===== src/core/amss_pkg.sv =====
package amss_pkg;
    localparam int CLOCK_MHZ = 125;
    localparam int CYCLES_PER_WAIT = 16;
    localparam int WAIT_RELEASE_CYCLES = 4;
    localparam int WAIT_SYNC_STAGES = 2;
    localparam int WAIT_COUNT_MAX = 256;
    localparam int ADDR_WIDTH = 21;
    localparam int PAGE_WIDTH = 2;
    localparam int DATA_WIDTH = 16;
    localparam int SELECT_WIDTH = 4;
    localparam int FIELD_WIDTH = 8;
    localparam int WAIT_FIELD_WIDTH = 9;
    typedef enum logic [2:0] {
        AMSS_IDLE = 3'b000,
        AMSS_SETUP = 3'b001,
        AMSS_STROBE = 3'b010,
        AMSS_RELEASE = 3'b011,
        AMSS_HOLD = 3'b100,
        AMSS_TURN = 3'b101
    } amss_state_t;
endpackage


===== src/core/amss_phase_counter.sv =====
`timescale 1ns/1ps
// Down counter timing one phase; done when the count reaches one
module amss_phase_counter #(
    parameter int WIDTH = 13
) (
    input wire logic clock,
    input wire logic reset,
    input wire logic load,
    input wire logic [WIDTH-1:0] loadValue,
    output logic done
);
    logic [WIDTH-1:0] count;
    // A load value of zero is treated as one period
    assign done = (count <= {{(WIDTH-1){1'b0}}, 1'b1});

    always_ff @(posedge clock or posedge reset) begin
        if (reset) begin
            count <= '0;
        end else if (load) begin
            count <= loadValue;
        end else if (!done) begin
            count <= count - {{(WIDTH-1){1'b0}}, 1'b1};
        end
    end
endmodule // amss_phase_counter


===== src/core/async_memory_strobe_sequencer.sv =====
`timescale 1ns/1ps
module async_memory_strobe_sequencer #(
    parameter int SELECT_WIDTH = amss_pkg::SELECT_WIDTH
) (
    input wire logic clock,
    input wire logic reset,
    input wire logic reqValid,
    input wire logic reqWrite,
    input wire logic [amss_pkg::ADDR_WIDTH-1:0] reqAddr,
    input wire logic [amss_pkg::PAGE_WIDTH-1:0] reqPage,
    input wire logic [amss_pkg::DATA_WIDTH-1:0] reqWriteData,
    input wire logic [SELECT_WIDTH-1:0] reqSelect,
    input wire logic [amss_pkg::FIELD_WIDTH-1:0] read_setup_cycles,
    input wire logic [amss_pkg::FIELD_WIDTH-1:0] read_strobe_cycles,
    input wire logic [amss_pkg::FIELD_WIDTH-1:0] read_hold_cycles,
    input wire logic [amss_pkg::FIELD_WIDTH-1:0] write_setup_cycles,
    input wire logic [amss_pkg::FIELD_WIDTH-1:0] write_strobe_cycles,
    input wire logic [amss_pkg::FIELD_WIDTH-1:0] write_hold_cycles,
    input wire logic [amss_pkg::FIELD_WIDTH-1:0] turnaround_cycles,
    input wire logic [amss_pkg::WAIT_FIELD_WIDTH-1:0] max_wait_limit,
    input wire logic extended_wait_en,
    input wire logic select_strobe_en,
    input wire logic wait_in,
    input wire logic timeoutClear,
    input wire logic [amss_pkg::DATA_WIDTH-1:0] data_in,
    output logic reqReady,
    output logic respValid,
    output logic [amss_pkg::DATA_WIDTH-1:0] respReadData,
    output logic [amss_pkg::WAIT_FIELD_WIDTH-1:0] ext_wait_count,
    output logic timeoutFlag,
    output logic read_strobe_n,
    output logic write_strobe_n,
    output logic [SELECT_WIDTH-1:0] chip_select_n,
    output logic [amss_pkg::PAGE_WIDTH-1:0] page_select_bits,
    output logic [amss_pkg::ADDR_WIDTH-1:0] addr_bus,
    output logic [amss_pkg::DATA_WIDTH-1:0] data_out,
    output logic data_oe_n
);
    localparam int CW = 13;
    localparam logic [CW-1:0] RELEASE_LOAD =
        CW'(amss_pkg::WAIT_RELEASE_CYCLES);
    localparam logic [4:0] WAIT_UNIT = 5'(amss_pkg::CYCLES_PER_WAIT);

    initial begin
        if (SELECT_WIDTH < 1 || SELECT_WIDTH > 8) begin
            $error("SELECT_WIDTH out of range");
        end
    end

    function automatic logic [CW-1:0] widen(
        input logic [amss_pkg::FIELD_WIDTH-1:0] v);
        widen = {{(CW-amss_pkg::FIELD_WIDTH){1'b0}}, v};
    endfunction

    amss_pkg::amss_state_t state;
    amss_pkg::amss_state_t next_state;
    logic isWrite;
    logic [SELECT_WIDTH-1:0] selectHeld;
    logic [1:0] waitSync;
    logic waitLive;
    logic [4:0] unitCount;
    logic load;
    logic [CW-1:0] loadValue;
    logic phaseDone;
    logic waitEnded;

    // Two-stage synchroniser; only the second stage is read
    always_ff @(posedge clock or posedge reset) begin
        if (reset) begin
            waitSync <= 2'b00;
        end else begin
            waitSync <= {waitSync[0], wait_in};
        end
    end
    assign waitLive = waitSync[1] && extended_wait_en;

    // Phase selection, each length straight from its software field
    wire [CW-1:0] setupLen = widen(isWrite ? write_setup_cycles
                                           : read_setup_cycles);
    wire [CW-1:0] strobeLen = widen(isWrite ? write_strobe_cycles
                                            : read_strobe_cycles);
    wire [CW-1:0] holdLen = widen(isWrite ? write_hold_cycles
                                          : read_hold_cycles);
    wire [CW-1:0] turnLen = widen(turnaround_cycles);
    wire startReq = (state == amss_pkg::AMSS_IDLE) && reqValid;
    wire unitWrap = (unitCount == WAIT_UNIT - 5'd1);
    wire overLimit = (ext_wait_count >= max_wait_limit);
    // Wait live at the strobe end stretches it per cycle, counted in 16-period units
    wire stretching = waitLive && !overLimit;
    // Release leaves a 4 period tail before strobe rises
    wire strobeEnd = phaseDone && !stretching;

    amss_phase_counter #(
        .WIDTH(CW)
    ) u_phase (
        .clock(clock),
        .reset(reset),
        .load(load),
        .loadValue(loadValue),
        .done(phaseDone)
    );

    // Next state and the length loaded for the next phase
    always_comb begin
        next_state = state;
        load = 1'b0;
        loadValue = '0;
        unique case (state)
            amss_pkg::AMSS_IDLE: begin
                if (reqValid) begin
                    next_state = amss_pkg::AMSS_SETUP;
                    load = 1'b1;
                    loadValue = widen(reqWrite ? write_setup_cycles
                                               : read_setup_cycles);
                end
            end
            amss_pkg::AMSS_SETUP: begin
                if (phaseDone) begin
                    next_state = amss_pkg::AMSS_STROBE;
                    load = 1'b1;
                    loadValue = strobeLen;
                end
            end
            amss_pkg::AMSS_STROBE: begin
                if (strobeEnd && waitEnded) begin
                    next_state = amss_pkg::AMSS_RELEASE;
                    load = 1'b1;
                    loadValue = RELEASE_LOAD;
                end else if (strobeEnd) begin
                    next_state = amss_pkg::AMSS_HOLD;
                    load = 1'b1;
                    loadValue = holdLen;
                end
            end
            amss_pkg::AMSS_RELEASE: begin
                if (phaseDone) begin
                    next_state = amss_pkg::AMSS_HOLD;
                    load = 1'b1;
                    loadValue = holdLen;
                end
            end
            amss_pkg::AMSS_HOLD: begin
                if (phaseDone) begin
                    next_state = amss_pkg::AMSS_TURN;
                    load = 1'b1;
                    loadValue = turnLen;
                end
            end
            amss_pkg::AMSS_TURN: begin
                if (phaseDone) begin
                    next_state = amss_pkg::AMSS_IDLE;
                end
            end
            default: begin
                next_state = amss_pkg::AMSS_IDLE;
            end
        endcase
    end

    wire inAccess = (state == amss_pkg::AMSS_SETUP) ||
                    (state == amss_pkg::AMSS_STROBE) ||
                    (state == amss_pkg::AMSS_RELEASE) ||
                    (state == amss_pkg::AMSS_HOLD);
    wire nextStrobe = (next_state == amss_pkg::AMSS_STROBE) ||
                      (next_state == amss_pkg::AMSS_RELEASE);
    wire nextAccess = (next_state == amss_pkg::AMSS_SETUP) || nextStrobe ||
                      (next_state == amss_pkg::AMSS_HOLD);
    // Strobe mode keys the select to the strobe phase itself
    wire nextSelect = select_strobe_en ? nextStrobe : nextAccess;
    wire readEnding = (state == amss_pkg::AMSS_HOLD) && phaseDone && !isWrite;
    wire timeoutHit = (state == amss_pkg::AMSS_STROBE) && waitLive &&
                      overLimit && phaseDone;

    // State, latched request and wait-cycle bookkeeping
    always_ff @(posedge clock or posedge reset) begin
        if (reset) begin
            state <= amss_pkg::AMSS_IDLE;
            isWrite <= 1'b0;
            selectHeld <= '0;
            unitCount <= 5'd0;
            ext_wait_count <= '0;
            waitEnded <= 1'b0;
        end else begin
            state <= next_state;
            if (startReq) begin
                isWrite <= reqWrite;
                selectHeld <= reqSelect;
                ext_wait_count <= '0;
                unitCount <= 5'd0;
                waitEnded <= 1'b0;
            end else if (state == amss_pkg::AMSS_STROBE && stretching &&
                         phaseDone) begin
                unitCount <= unitWrap ? 5'd0 : unitCount + 5'd1;
                waitEnded <= 1'b1;
                // Each started unit counts as one wait cycle
                if (unitCount == 5'd0) begin
                    ext_wait_count <= ext_wait_count + 9'd1;
                end
            end
        end
    end

    // Memory pins; address and page span setup through hold
    always_ff @(posedge clock or posedge reset) begin
        if (reset) begin
            read_strobe_n <= 1'b1;
            write_strobe_n <= 1'b1;
            chip_select_n <= '1;
            addr_bus <= '0;
            page_select_bits <= '0;
            data_out <= '0;
            data_oe_n <= 1'b1;
        end else begin
            read_strobe_n <= !(nextStrobe && !(startReq ? reqWrite
                                                        : isWrite));
            write_strobe_n <= !(nextStrobe && isWrite);
            chip_select_n <= nextSelect ? ~(startReq ? reqSelect
                                                     : selectHeld) : '1;
            if (startReq) begin
                addr_bus <= reqAddr;
                page_select_bits <= reqPage;
                data_out <= reqWriteData;
            end
            data_oe_n <= !(nextAccess && (startReq ? reqWrite
                                                   : isWrite));
        end
    end

    // Handshake, read capture and sticky timeout; set beats clear
    always_ff @(posedge clock or posedge reset) begin
        if (reset) begin
            reqReady <= 1'b0;
            respValid <= 1'b0;
            respReadData <= '0;
            timeoutFlag <= 1'b0;
        end else begin
            reqReady <= (next_state == amss_pkg::AMSS_IDLE) && !startReq;
            respValid <= (state == amss_pkg::AMSS_HOLD) && phaseDone;
            if (state == amss_pkg::AMSS_STROBE && strobeEnd && !isWrite) begin
                respReadData <= data_in;
            end
            if (timeoutHit) begin
                timeoutFlag <= 1'b1;
            end else if (timeoutClear) begin
                timeoutFlag <= 1'b0;
            end
        end
    end

    wire unusedRead = readEnding | inAccess;
endmodule // async_memory_strobe_sequencer


===== config.mk =====
export PLATFORM = sky130hd
export DESIGN_NAME = async_memory_strobe_sequencer
export DESIGN_NICKNAME = d
export VERILOG_FILES = /design/src/core/amss_pkg.sv /design/src/core/amss_phase_counter.sv /design/src/core/async_memory_strobe_sequencer.sv
export SDC_FILE = /design/constraint.sdc
export NUM_CORES = 1
export LEC_CHECK = 0
export ABC_CLOCK_PERIOD_IN_PS = 6100
export BUFFER_PORTS_ARGS = -buffer_cell sky130_fd_sc_hd__buf_2
export CORE_MARGIN = 4
export CORE_UTILIZATION = 45
export DETAILED_ROUTE_END_ITERATION = 12
export PLACE_DENSITY_LB_ADDON = 0.05
export SYNTH_ARGS = -nofsm -noshare
export SYNTH_HDL_FRONTEND = slang
export SYNTH_SLANG_ARGS = --single-unit

===== constraint.sdc =====
create_clock -name clock -period 6.1 [get_ports clock]
set_input_delay 0.61 -clock clock [delete_from_list [all_inputs] [get_ports clock]]
set_output_delay 0.61 -clock clock [all_outputs]
set_load 0.05 [all_outputs]

# After elaboration in Yosys (flattened, before gate mapping)
# Index checks and enable logic that the tools add are counted.
[word_totals]
reg_bits = 103
latch_bits = 0
ramBits = 0
mem_bits_ro = 0
word_cells = 111
mem_count = 0
[classes]
add_sub_neg = 3
multipliers = 0
n_div = 0
magnitude_cmp = 2
n_eq_ne = 11
shifts = 0
muxes = 39
bitwise_logic = 1
reduce_logical = 36
[ops]
columns = ["op", "n"]
rows = [
  ["$mux 8", 9],
  ["$pmux 8 s5", 1],
  ["$mux 9", 3],
  ["$mux 13", 2],
  ["$mux 3", 7],
  ["$pmux 3 s6", 1],
  ["$logic_and 1x1->1", 17],
  ["$mux 5", 3],
  ["$le 13x1->1 const B", 1],
  ["$sub 13x1->13 const B", 1],
  ["$eq 3x2->1 const B", 4],
  ["$mux 1", 10],
  ["$add 9x1->9 const B", 1],
  ["$eq 3x3->1 const B", 3],
  ["$ge 9x9->1", 1],
  ["$logic_not 1->1", 8],
  ["$mux 4", 2],
  ["$eq 3x1->1 const B", 2],
  ["$logic_not 3->1", 2],
  ["$reduce_bool 2->1", 3],
  ["$add 5x1->5 const B", 1],
  ["$eq 5x4->1 const B", 1],
  ["$logic_not 5->1", 1],
  ["$not 4->4", 1],
  ["other kinds (5)", 7],
]

# Logic depth before layout (Yosys ltp)
# Gate-level depths: netlist of run 1.
[logic_depth]
word_depth = 14
depth_mapped = 10
ltp_nobuf = 8

# Cells and area by module
# From an unflattened synthesis of run 1, not the netlist that was laid out.
[hier_totals]
hier_cells = 544
area_unflattened_um2 = 5446.5
[modules_own_cells]
columns = ["mod", "n_inst", "cells_each", "area_each_um2"]
rows = [
  ["async_memory_strobe_sequencer", 1, 457, 4583.1],
  ["amss_phase_counter", 1, 87, 863.3],
]

# Worst setup path after synthesis of run 1
# No wires, ideal clock.
[synth_path]
path_kind = "flip-flop to flip-flop"
from = "register ext_wait_count[0] (netlist name)"
to = "register ext_wait_count[7] (netlist name)"
arrival_ns = 2.748
t_required_ns = 6.022
path_slack_ns = 3.274
stages_incl_launch_ff = 10
cell_sequence = "dfrtp_1 -> inv_1 -> ha_1 -> nor3b_1 -> nor4_1 -> nor4_1 -> buf_2 -> nand4_2 -> or4_1 -> a21oi_1"
[synth_between]
elab_chain_cells = 7
[synth_lines]
columns = ["item", "line_no", "text"]
rows = [
  ["start: declaration", "async_memory_strobe_sequencer.sv:29", "output logic [amss_pkg::WAIT_FIELD_WIDTH-1:0] ext_wait_count,"],
  ["start signal: assignment", "async_memory_strobe_sequencer.sv:197", "ext_wait_count <= ext_wait_count + 9'd1;"],
  ["$ge 9x9->1", "async_memory_strobe_sequencer.sv:87", "wire overLimit = (ext_wait_count >= max_wait_limit);"],
  ["$logic_not 1->1", "async_memory_strobe_sequencer.sv:89", "wire stretching = waitLive && !overLimit;"],
  ["$logic_and 1x1->1", "async_memory_strobe_sequencer.sv:89", ""],
  ["$logic_and 1x1->1 (2 in series)", "async_memory_strobe_sequencer.sv:191", "end else if (state == amss_pkg::AMSS_STROBE && stretching &&"],
  ["$reduce_bool 2->1 (no source line)", "-", ""],
  ["$reduce_and 2->1 (no source line)", "-", ""],
]
# Several ways; a longest one is shown, not always the timed one. The select of a mux whose other input is x is not followed.
# A chain may end at the register's enable or synchronous reset.

# Final worst setup path of run 1
[layout_path]
from = "register ext_wait_count[6] (netlist name)"
to = "register respReadData[14] (netlist name)"
[layout_between]
elab_chain_cells = 7
[layout_lines]
columns = ["item", "line_no", "text"]
rows = [
  ["$ge 9x9->1", "async_memory_strobe_sequencer.sv:87", ""],
  ["$logic_not 1->1", "async_memory_strobe_sequencer.sv:89", ""],
  ["$logic_and 1x1->1", "async_memory_strobe_sequencer.sv:89", ""],
  ["$logic_not 1->1", "async_memory_strobe_sequencer.sv:91", "wire strobeEnd = phaseDone && !stretching;"],
  ["$logic_and 1x1->1", "async_memory_strobe_sequencer.sv:91", ""],
  ["$logic_and 1x1->1 (2 in series)", "async_memory_strobe_sequencer.sv:239", "if (state == amss_pkg::AMSS_STROBE && strobeEnd && !isWrite) begin"],
  ["end signal: assignment", "async_memory_strobe_sequencer.sv:240", "respReadData <= data_in;"],
  ["end: declaration", "async_memory_strobe_sequencer.sv:28", "output logic [amss_pkg::DATA_WIDTH-1:0] respReadData,"],
]
# No other way between the ends.

==> summary.txt, run 1 <==
number of ports placed on the die boundary: 206
initial standard-cell utilization of the core: 0.466
number of antenna violations at the first check in global routing: 0
CP endpoint kind: register
status: finished clean
tightest slew margin relative to the limit: 0.398
routed wire length: 13,200 microns
Final Max Slew Viols: 0
GRT Util Overall: 0.204
Vias/cell: 5.14
Total Power Consumption: 1870 uW
final antenna diode count: 0
sequential area share after synthesis: 0.503
standard cell with the maximum stage delay on the critical path: dfrtp_1
share of the cycle needed by the critical path after routing: 0.472
share of flip-flops with an asynchronous set or reset: 1.00
Setup Total Neg Slack: 0 ps
count of synthesis-stage warnings from yosys: 0
horizontal extent of the die: 115 microns
Hold WC Path Type: input port to asynchronous set/reset pin
detailed-route wire length per cell: 15.1 microns
net count after synthesis: 677
clock sink count: 103
maximum number of pins on one net before global-route repair: 69
arrival time reported for the critical path endpoint: 3100 ps
largest buffer count on any clock path: 2
flip-flop cell with the highest count after synthesis: dfrtp_1
root buffer selected by CTS: clkbuf_16
First-pass DRT Iterations: 4
Final HPWL DP: 9880 microns
measured slew at the worst slew-check pin: 903 ps
postcts setup bufs: 0
final layout net count: 875
number of rows in the core area: 38
static leakage: 0.00349 uW
Congestion Overflow GR: 0
count of different cell masters after synthesis: 56
required time worst endpoint: 6330 ps
crit start category: register
cells resized by post-CTS repair: 0
maximum fanout along the worst path: 16
number of H-tree branching levels: 3
area growth from synthesis to final layout: 27.8%
insertion delay of the later-clocked pin in the worst-skew pair: 340 ps
cell family with the largest share of critical-path delay: simple AND/OR/NAND/NOR gates
Gate Count Post-Synth: 531
hold buffer count at CTS: 0
Port Buf Inserts: 205
multi-input logic area: 2400 sq um
reported max-cap violation count: 0
number of DRC markers in iteration 0: 185
maximum vdd drop: 0.184 mV
vias: 4,488
Critical Path, Cell by Cell: ha_1 > nand4_1 > nor4_1 > nor4_2 > buf_4 > nand2b_1 > nor2_4 > mux2_2
slowest stage delay, CP: 450 ps
clock tree from TritonCTS: done
final setup vio count: 0
via count of the first global-routing pass: 4,538
fillers: 1,008
fraction of final layout cells with drive strength greater than 1: 0.368
combined area of all synthesized cells: 5140 sq um
height of the die: 115 microns
power per cell area: 284 nW/um^2
Mean Syn Cell Area: 9.69 sq um
clock-pin slew reported for the worst setup and hold paths after clock tree synthesis: 70 ps
wire length of the first global-routing pass: 21,700 microns
Placeable Area: 11,000 sq um
final count of hold timing violations: 0
unrepaired setup endpoints after global routing: no
fmax: 348 MHz
number of buffers created by CTS: 9
flip-flop and latch count after synthesis: 103
final weighted congestion in routability-driven placement: 0.841
DRC violations left: 0
clock skew after layout: 11.2 ps
Worst Path Class, Setup: register to register
min cycle time layout: 2880 ps
EDFF count, synth: 0
total area of sequential cells: 2590 sq um
die outline area: 13,200 sq um
number of buffers and inverters on the critical path: 1
Antenna Violating Nets Remaining: 0
[cells in the mapped netlist (2+ instances only)]
| cell | count | area (sq um) |
|---|---|---|
| nor3_2 | 2 | 20.0 |
| nor4b_1 | 3 | 26.3 |
| nor4_4 | 2 | 42.5 |
| nand2b_1 | 4 | 25.0 |
| ha_1 | 14 | 175 |
| o22ai_1 | 3 | 18.8 |
| nor4_1 | 2 | 12.5 |
| o31ai_1 | 4 | 30.0 |
| nand2_1 | 155 | 582 |
| o21ai_0 | 15 | 75.1 |
| nand3_1 | 8 | 40.0 |
| o211a_1 | 2 | 20.0 |
| xor2_1 | 6 | 52.6 |
| or3_1 | 4 | 25.0 |
| nor2_1 | 35 | 131 |
| dfstp_2 | 7 | 184 |
| buf_1 | 4 | 15.0 |
| xnor2_1 | 7 | 61.3 |
| dfrtp_1 | 96 | 2400 |
| and3_1 | 2 | 12.5 |
| nand4_1 | 7 | 43.8 |
| clkbuf_1 | 14 | 52.6 |
| or2_2 | 2 | 12.5 |
| mux2i_1 | 20 | 200 |
| o211ai_1 | 2 | 15.0 |
| mux2_2 | 23 | 259 |
| a21oi_1 | 11 | 55.1 |
| inv_1 | 21 | 78.8 |
| a211oi_1 | 3 | 22.5 |
| buf_2 | 3 | 15.0 |
| a2111oi_0 | 5 | 43.8 |
| nor3b_1 | 3 | 22.5 |
| a31oi_1 | 3 | 18.8 |
| or4_1 | 6 | 45.0 |
| a221oi_1 | 6 | 52.6 |
| nor3_1 | 7 | 35.0 |
[per-stage QoR]
stage	utilization	hold slack (ps)	setup slack [ps]	instances	instance area, sq um
3_3_place_gp	0.571	337	3030	858	6300
6_report	0.596	279	3220	874	6570
5_1_grt	0.596	294	2990	874	6570
2_1_floorplan	-	331	2800	531	5140
3_5_place_dp	0.571	338	2960	858	6300
4_1_cts	0.596	292	3200	874	6570
[final cells by class]
cell class / count / area share
Sequential cell: 103 / 0.393
Multi-Input combinational cell: 385 / 0.365
Timing Repair Buffer: 209 / 0.161
Clock buffer: 12 / 0.0375
Tap cell: 140 / 0.0267
Inverter: 21 / 0.0124
Clock inverter: 4 / 0.00457
[report_power, final]
part           switching, uW  internal [uW]
sequential              91.4            772
combinational            291            172
clock                    249            290
[cells by family after synthesis]
| group | Yosys count | synth area share |
|---|---|---|
| AND/OR/NAND/NOR | 250 | 0.225 |
| flip-flops | 103 | 0.503 |
| AO/OA/AOI/OAI | 65 | 0.0927 |
| buffers and inverters | 43 | 0.0336 |
| multiplexers | 43 | 0.0893 |
| adder cells (fa/ha/maj) | 14 | 0.0341 |
| XOR/XNOR | 13 | 0.0221 |
[cells in the final DEF, fill, tap and decap left out, types with 4 or more instances in the layout]
| master | instances |
|---|---|
| buf_2 | 205 |
| nand2_1 | 155 |
| dfrtp_1 | 96 |
| nor2_1 | 35 |
| mux2_2 | 23 |
| inv_1 | 20 |
| mux2i_1 | 20 |
| o21ai_0 | 15 |
| ha_1 | 14 |
| a21oi_1 | 11 |
| clkbuf_16 | 9 |
| nand3_1 | 8 |
| nand4_1 | 7 |
| nor3_1 | 7 |
| xnor2_1 | 7 |
| dfstp_2 | 7 |
| or4_1 | 6 |
| xor2_1 | 6 |
| a221oi_1 | 6 |
| a2111oi_0 | 5 |
| nand2b_1 | 4 |
| o31ai_1 | 4 |
| or3_1 | 4 |
| buf_4 | 4 |
[final timing paths]
kind / depth (start not counted) / from / slack [ps] / to
min reg2reg: 0 / waitSync[0]$_DFF_PP0_ / 360 / waitSync[1]$_DFF_PP0_
min: 2 / reset / 280 / respReadData[2]$_DFFE_PP0P_
min in group clock: 0 / waitSync[0]$_DFF_PP0_ / 360 / waitSync[1]$_DFF_PP0_
max reg2reg: 8 / ext_wait_count[6]$_DFFE_PP0P_ / 3220 / respReadData[14]$_DFFE_PP0P_
max: 8 / ext_wait_count[6]$_DFFE_PP0P_ / 3220 / respReadData[14]$_DFFE_PP0P_
max in group asynchronous: 3 / reset / 4590 / ext_wait_count[1]$_DFFE_PP0P_
[flip-flops by register name, summed over array words and instances (netlist names)]
signal / cells
read_strobe_n: 1
data_oe_n: 1
timeoutFlag: 1
ext_wait_count: 9
waitSync: 2
selectHeld: 4
reqReady: 1
respValid: 1
write_strobe_n: 1
isWrite: 1
chip_select_n: 4
unitCount: 5
u_phase.count: 13
data_out: 16
addr_bus: 21
respReadData: 16
state: 3
waitEnded: 1
page_select_bits: 2
[worst reg2reg max path, stage by stage (launching register included)]
cell and delay, ps:
dfrtp_1 450, ha_1 330, nand4_1 130, nor4_1 450
nor4_2 100, buf_4 190, nand2b_1 290, nor2_4 430
mux2_2 400
[metal layers]
layer,up-vias,wire length [microns],share of wire,track usage
li1,2212,-,-,-
met5,-,0,0,0
met4,0,187,0.014,0.0665
met1,2109,5410,0.41,0.255
met3,15,1070,0.081,0.0484
met2,152,6540,0.50,0.350
Power figures use the tool's default switching activity.
==> run 2: changes to the inputs <==
--- a/config.mk
+++ b/config.mk
@@ -5,7 +5,7 @@
 export SDC_FILE = /design/constraint.sdc
 export NUM_CORES = 1
 export LEC_CHECK = 0
-export ABC_CLOCK_PERIOD_IN_PS = 6100
+export ABC_CLOCK_PERIOD_IN_PS = 2650
 export BUFFER_PORTS_ARGS = -buffer_cell sky130_fd_sc_hd__buf_2
 export CORE_MARGIN = 4
 export CORE_UTILIZATION = 45
==> constraint.sdc (replaced) <==
create_clock -name clock -period 2.65 [get_ports clock]
set_input_delay 0.265 -clock clock [delete_from_list [all_inputs] [get_ports clock]]
set_output_delay 0.265 -clock clock [all_outputs]
set_load 0.05 [all_outputs]
==> summary.txt, run 2 (same netlist as run 1, synthesis figures left out) <==
status: finished, violations left
violated checks: negative hold slack
number of ports placed on the die boundary: 206
detailed-route wire length per cell: 15.3 microns
height of the die: 115 microns
number of DRC markers in iteration 0: 220
DRC violations left: 0
clock-pin slew reported for the worst setup and hold paths after clock tree synthesis: 70 ps
die outline area: 13,200 sq um
unrepaired setup endpoints after global routing: yes
critical register-to-register path endpoint: ext_wait_count[5]$_DFFE_PP0P_
combinational fraction of design power: 0.258
final setup vio count: 0
Reg2Reg Launch Point: ext_wait_count[0]$_DFFE_PP0P_
sw power: 1470 uW
routed wire length: 13,800 microns
Critical Path, Cell by Cell: inv_1 > ha_1 > nor3b_4 > nor4_4 > nor4_2 > buf_4 > nand4_4 > or4_1 > a21oi_1
Final Max Slew Viols: 0
final layout net count: 905
number of cells on the worst reg-to-reg path: 9
Vias/cell: 5.11
min cycle time layout: 2520 ps
Post-DP Area: 6510 sq um
Top reg by flops: addr_bus
clock skew after layout: 8.65 ps
number of logic stages on the critical path including buffering: 9
slowest stage delay, CP: 510 ps
Hold WC Path Type: input port to asynchronous set/reset pin
number of flip-flops under the largest register name: 21
worst hold-check slack: -2.22 ps
clock network power share: 0.284
maximum number of pins on one net before global-route repair: 76
clock tree from TritonCTS: done
number of H-tree branching levels: 3
final count of hold timing violations: 3
non-filler instance count after layout: 904
reported max-cap violation count: 0
start point of the critical path: ext_wait_count[0]$_DFFE_PP0P_
crit start category: register
switching portion of total power: 0.342
Congestion Overflow GR: 0
slack of the worst reg-to-reg path: 130 ps
share of the cycle needed by the critical path after routing: 0.951
maximum fanout along the worst path: 10
number of buffers and inverters on the critical path: 2
First-pass DRT Iterations: 4
vias: 4,620
horizontal extent of the die: 115 microns
tightest slew margin relative to the limit: 0.469
final weighted congestion in routability-driven placement: 0.898
initial standard-cell utilization of the core: 0.466
Final HPWL DP: 10,300 microns
most common library cell in the layout ignoring fill and taps: buf_2
arrival time reported for the critical path endpoint: 2790 ps
fmax: 397 MHz
area growth from synthesis to final layout: 34.8%
Worst Path Class, Setup: register to register
CP endpoint kind: register
Placeable Area: 11,000 sq um
total area of sequential cells: 2590 sq um
root buffer selected by CTS: clkbuf_16
multi-input logic area: 2510 sq um
registers with the highest flip-flop counts: addr_bus (21), data_out (16), respReadData (16)
standard cell with the maximum stage delay on the critical path: or4_1
number of buffers created by CTS: 9
via count of the first global-routing pass: 4,676
cell family with the largest share of critical-path delay: simple AND/OR/NAND/NOR gates
insertion delay of the later-clocked pin in the worst-skew pair: 350 ps
measured slew at the worst slew-check pin: 785 ps
fraction of final layout cells with drive strength greater than 1: 0.418
GRT Util Overall: 0.208
required time worst endpoint: 2920 ps
Antenna Violating Nets Remaining: 0
static leakage: 0.00366 uW
number of antenna violations at the first check in global routing: 0
end point of the critical path: ext_wait_count[5]$_DFFE_PP0P_
fillers: 931
Port Buf Inserts: 205
number of rows in the core area: 38
maximum vdd drop: 0.402 mV
Pint: 2840 uW
power per cell area: 622 nW/um^2
final antenna diode count: 0
hold buffer count at CTS: 0
# placed instances: 884
commonest cells after routing, fill and taps aside: buf_2 (205), nand2_1 (155), dfrtp_1 (90)
wire length of the first global-routing pass: 22,100 microns
final instance area: 6940 sq um
clock sink count: 103
largest buffer count on any clock path: 2
Total Power Consumption: 4310 uW
relative contribution of sequential cells to total power: 0.458
## run 2: stage by stage
| step | setup slack, ps | util | setup TNS (ps) |
|---|---|---|---|
| floorplan | 28.6 | - | 0 |
| global placement | -182 | 0.590 | -1420 |
| detailed placement | -211 | 0.590 | -1920 |
| CTS | 9.21 | 0.619 | 0 |
| global route | -23.7 | 0.629 | -28.9 |
| finish | 129 | 0.629 | 0 |
## run 2: how the worst min path moves through the flow
stage                               start                           to  slack, ps  cells after the start
floorplan                         wait_in        waitSync[0]$_DFF_PP0_        300                      0
CTS                                 reset  respReadData[4]$_DFFE_PP0P_         10                      2
finish                              reset  respReadData[4]$_DFFE_PP0P_         -2                      2
global placement    waitSync[0]$_DFF_PP0_        waitSync[1]$_DFF_PP0_        360                      0
detailed placement  waitSync[0]$_DFF_PP0_        waitSync[1]$_DFF_PP0_        350                      0
global route                      wait_in        waitSync[0]$_DFF_PP0_         20                      1
## run 2: metal layers
| metal | GRT usage | up-vias | routed length [microns] |
|---|---|---|---|
| met2 | 0.348 | 167 | 6890 |
| met4 | 0.0782 | 0 | 229 |
| met1 | 0.269 | 2163 | 5700 |
| met5 | 0 | - | 0 |
| li1 | - | 2270 | - |
| met3 | 0.0405 | 20 | 997 |
## run 2: what timing repair did
| item | in CTS | in global routing |
|---|---|---|
| gates cloned | 0 | 0 |
| buffers inserted | 3 | 1 |
| pin swaps | 1 | 5 |
| gates resized for setup | 3 | 20 |
| setup endpoints to repair | 18 | 35 |
## run 2: cell type report
class,instances,area share
repair buffers,239,0.188
multi-input cells,385,0.362
clock inverters,5,0.00505
well taps,140,0.0253
flip-flops and latches,103,0.374
inverters,21,0.0119
clock buffers,11,0.0336
## run 2: power by group through the flow
stage	sequential (uW)	combinational (uW)	clock, uW
6_report	1980	1110	1220
5_1_grt	2010	1230	1310
4_1_cts	1970	1110	1250
3_5_place_dp	2000	1110	0
3_3_place_gp	2000	1090	0
2_1_floorplan	2260	513	0
==> run 3: changes to the inputs <==
--- a/config.mk
+++ b/config.mk
@@ -8,9 +8,10 @@
 export ABC_CLOCK_PERIOD_IN_PS = 2650
 export BUFFER_PORTS_ARGS = -buffer_cell sky130_fd_sc_hd__buf_2
 export CORE_MARGIN = 4
-export CORE_UTILIZATION = 45
+export CORE_UTILIZATION = 35
 export DETAILED_ROUTE_END_ITERATION = 12
 export PLACE_DENSITY_LB_ADDON = 0.05
 export SYNTH_ARGS = -nofsm -noshare
 export SYNTH_HDL_FRONTEND = slang
 export SYNTH_SLANG_ARGS = --single-unit
+export TNS_END_PERCENT = 20
==> summary.txt, run 3 (same netlist as run 1, synthesis figures left out) <==
status: finished clean
hold buffer count at CTS: 0
most common library cell in the layout ignoring fill and taps: buf_2
# placed instances: 933
final layout net count: 907
First-pass DRT Iterations: 4
number of H-tree branching levels: 3
worst hold-check slack: 26.4 ps
maximum fanout along the worst path: 7
power per cell area: 637 nW/um^2
standard cell with the maximum stage delay on the critical path: o31ai_4
number of rows in the core area: 44
number of DRC markers in iteration 0: 182
number of ports placed on the die boundary: 206
maximum number of pins on one net before global-route repair: 60
arrival time reported for the critical path endpoint: 2810 ps
horizontal extent of the die: 129 microns
unrepaired setup endpoints after global routing: yes
clock sink count: 103
detailed-route wire length per cell: 15.3 microns
via count of the first global-routing pass: 4,594
Final HPWL DP: 11,100 microns
root buffer selected by CTS: clkbuf_16
fmax: 386 MHz
area growth from synthesis to final layout: 36.6%
Congestion Overflow GR: 0
DRC violations left: 0
Worst Path Class, Setup: register to register
slowest stage delay, CP: 460 ps
initial standard-cell utilization of the core: 0.355
final setup vio count: 0
number of buffers created by CTS: 9
maximum vdd drop: 0.291 mV
tightest slew margin relative to the limit: 0.452
share of the cycle needed by the critical path after routing: 0.977
reported max-cap violation count: 0
height of the die: 129 microns
non-filler instance count after layout: 950
final antenna diode count: 0
vias: 4,620
required time worst endpoint: 2870 ps
commonest cells after routing, fill and taps aside: buf_2 (205), nand2_1 (155), dfrtp_1 (96)
routed length on met1: 6170 microns
GRT Util Overall: 0.174
clock-pin slew reported for the worst setup and hold paths after clock tree synthesis: 70 ps
total area of sequential cells: 2590 sq um
multi-input logic area: 2470 sq um
Vias/cell: 4.86
Port Buf Inserts: 205
final weighted congestion in routability-driven placement: 0.840
fraction of final layout cells with drive strength greater than 1: 0.409
CP endpoint kind: register
die outline area: 16,700 sq um
insertion delay of the later-clocked pin in the worst-skew pair: 350 ps
largest buffer count on any clock path: 2
Final Max Slew Viols: 0
Placeable Area: 14,500 sq um
clock skew after layout: 10.2 ps
min cycle time layout: 2590 ps
fillers: 1,420
Hold WC Path Type: input port to asynchronous set/reset pin
Max Used Layer: met4
met3 routed WL: 957 microns
number of antenna violations at the first check in global routing: 0
slack of the worst reg-to-reg path: 60 ps
number of flip-flops under the largest register name: 21
DR WL met2: 7180 microns
clock tree from TritonCTS: done
Top reg by flops: addr_bus
crit start category: register
final count of hold timing violations: 0
static leakage: 0.00370 uW
wire length of the first global-routing pass: 22,900 microns
Antenna Violating Nets Remaining: 0
registers with the highest flip-flop counts: addr_bus (21), data_out (16), respReadData (16)
measured slew at the worst slew-check pin: 810 ps
Critical Path, Cell by Cell: nor4_4 > o2111ai_4 > or3_4 > o31ai_4 > nand2_1 > a221oi_1
final core utilization: 0.485
routed wire length: 14,600 microns
## run 3: changes by cell type in the layout (fill, tap and decap cells not counted), sizes merged
| cell | delta |
|---|---|
| clkbuf | -1 |
| buf | +2 |
| bufinv | +1 |
## run 3: final timing paths
| path | start | endpoint | depth (start not counted) |
|---|---|---|---|
| setup reg to reg | u_phase.count[8]$_DFFE_PP0P_ | u_phase.count[7]$_DFFE_PP0P_ | 6 |
| max in group asynchronous | reset | ext_wait_count[4]$_DFFE_PP0P_ | 3 |
| hold / removal | reset | addr_bus[3]$_DFFE_PP0P_ | 2 |
| hold reg to reg | waitSync[0]$_DFF_PP0_ | waitSync[1]$_DFF_PP0_ | 0 |
| min in group clock | wait_in | waitSync[0]$_DFF_PP0_ | 1 |
| setup / recovery | u_phase.count[8]$_DFFE_PP0P_ | u_phase.count[7]$_DFFE_PP0P_ | 6 |
## run 3: worst max-delay path, delay by kind of cell (launching register included)
family	cells	cell delay, ps
AOI/OAI and AO/OA	3	1080
and+or+nand+nor	3	950
DFF	1	430
## run 3: metal layers
metal | up-vias | GRT usage
met5 | - | 0
met4 | 0 | 0.0574
met3 | 20 | 0.0350
met2 | 161 | 0.300
met1 | 2156 | 0.218
li1 | 2283 | -
## run 3: through the flow
stage / total power, uW / cell area, sq um / setup slack [ps] / setup TNS, ps
finish: 4480 / 7030 / 62.2 / 0
global route: 4730 / 7030 / -69.5 / -361
CTS: 4530 / 6960 / 4.02 / 0
detailed placement: 3130 / 6620 / -88.5 / -291
global placement: 3120 / 6620 / -10.4 / -19.6
floorplan: 2770 / 5150 / -176 / -1100
## run 3: power breakdown
group	total (uW)	internal [uW]	leakage [uW]	switching, uW
combinational	1130	426	0.00224	702
clock	1370	748	0.000146	622
sequential	1980	1780	0.00131	203
## run 3: repair_timing
action                     in CTS  in global routing
setup buffers                   0                  1
gates resized for setup         5                 12
setup endpoints to repair      12                 33
hold endpoints to repair        0                  0
pin swaps                       0                  6
## run 3: layout make-up
| type | instances | share of cell area |
|---|---|---|
| Tap cell | 184 | 0.0328 |
| Multi-Input combinational cell | 385 | 0.352 |
| Sequential cell | 103 | 0.368 |
| Timing Repair Buffer | 241 | 0.192 |
| Clock buffer | 10 | 0.0326 |
| Clock inverter | 6 | 0.0114 |
| Inverter | 21 | 0.0118 |
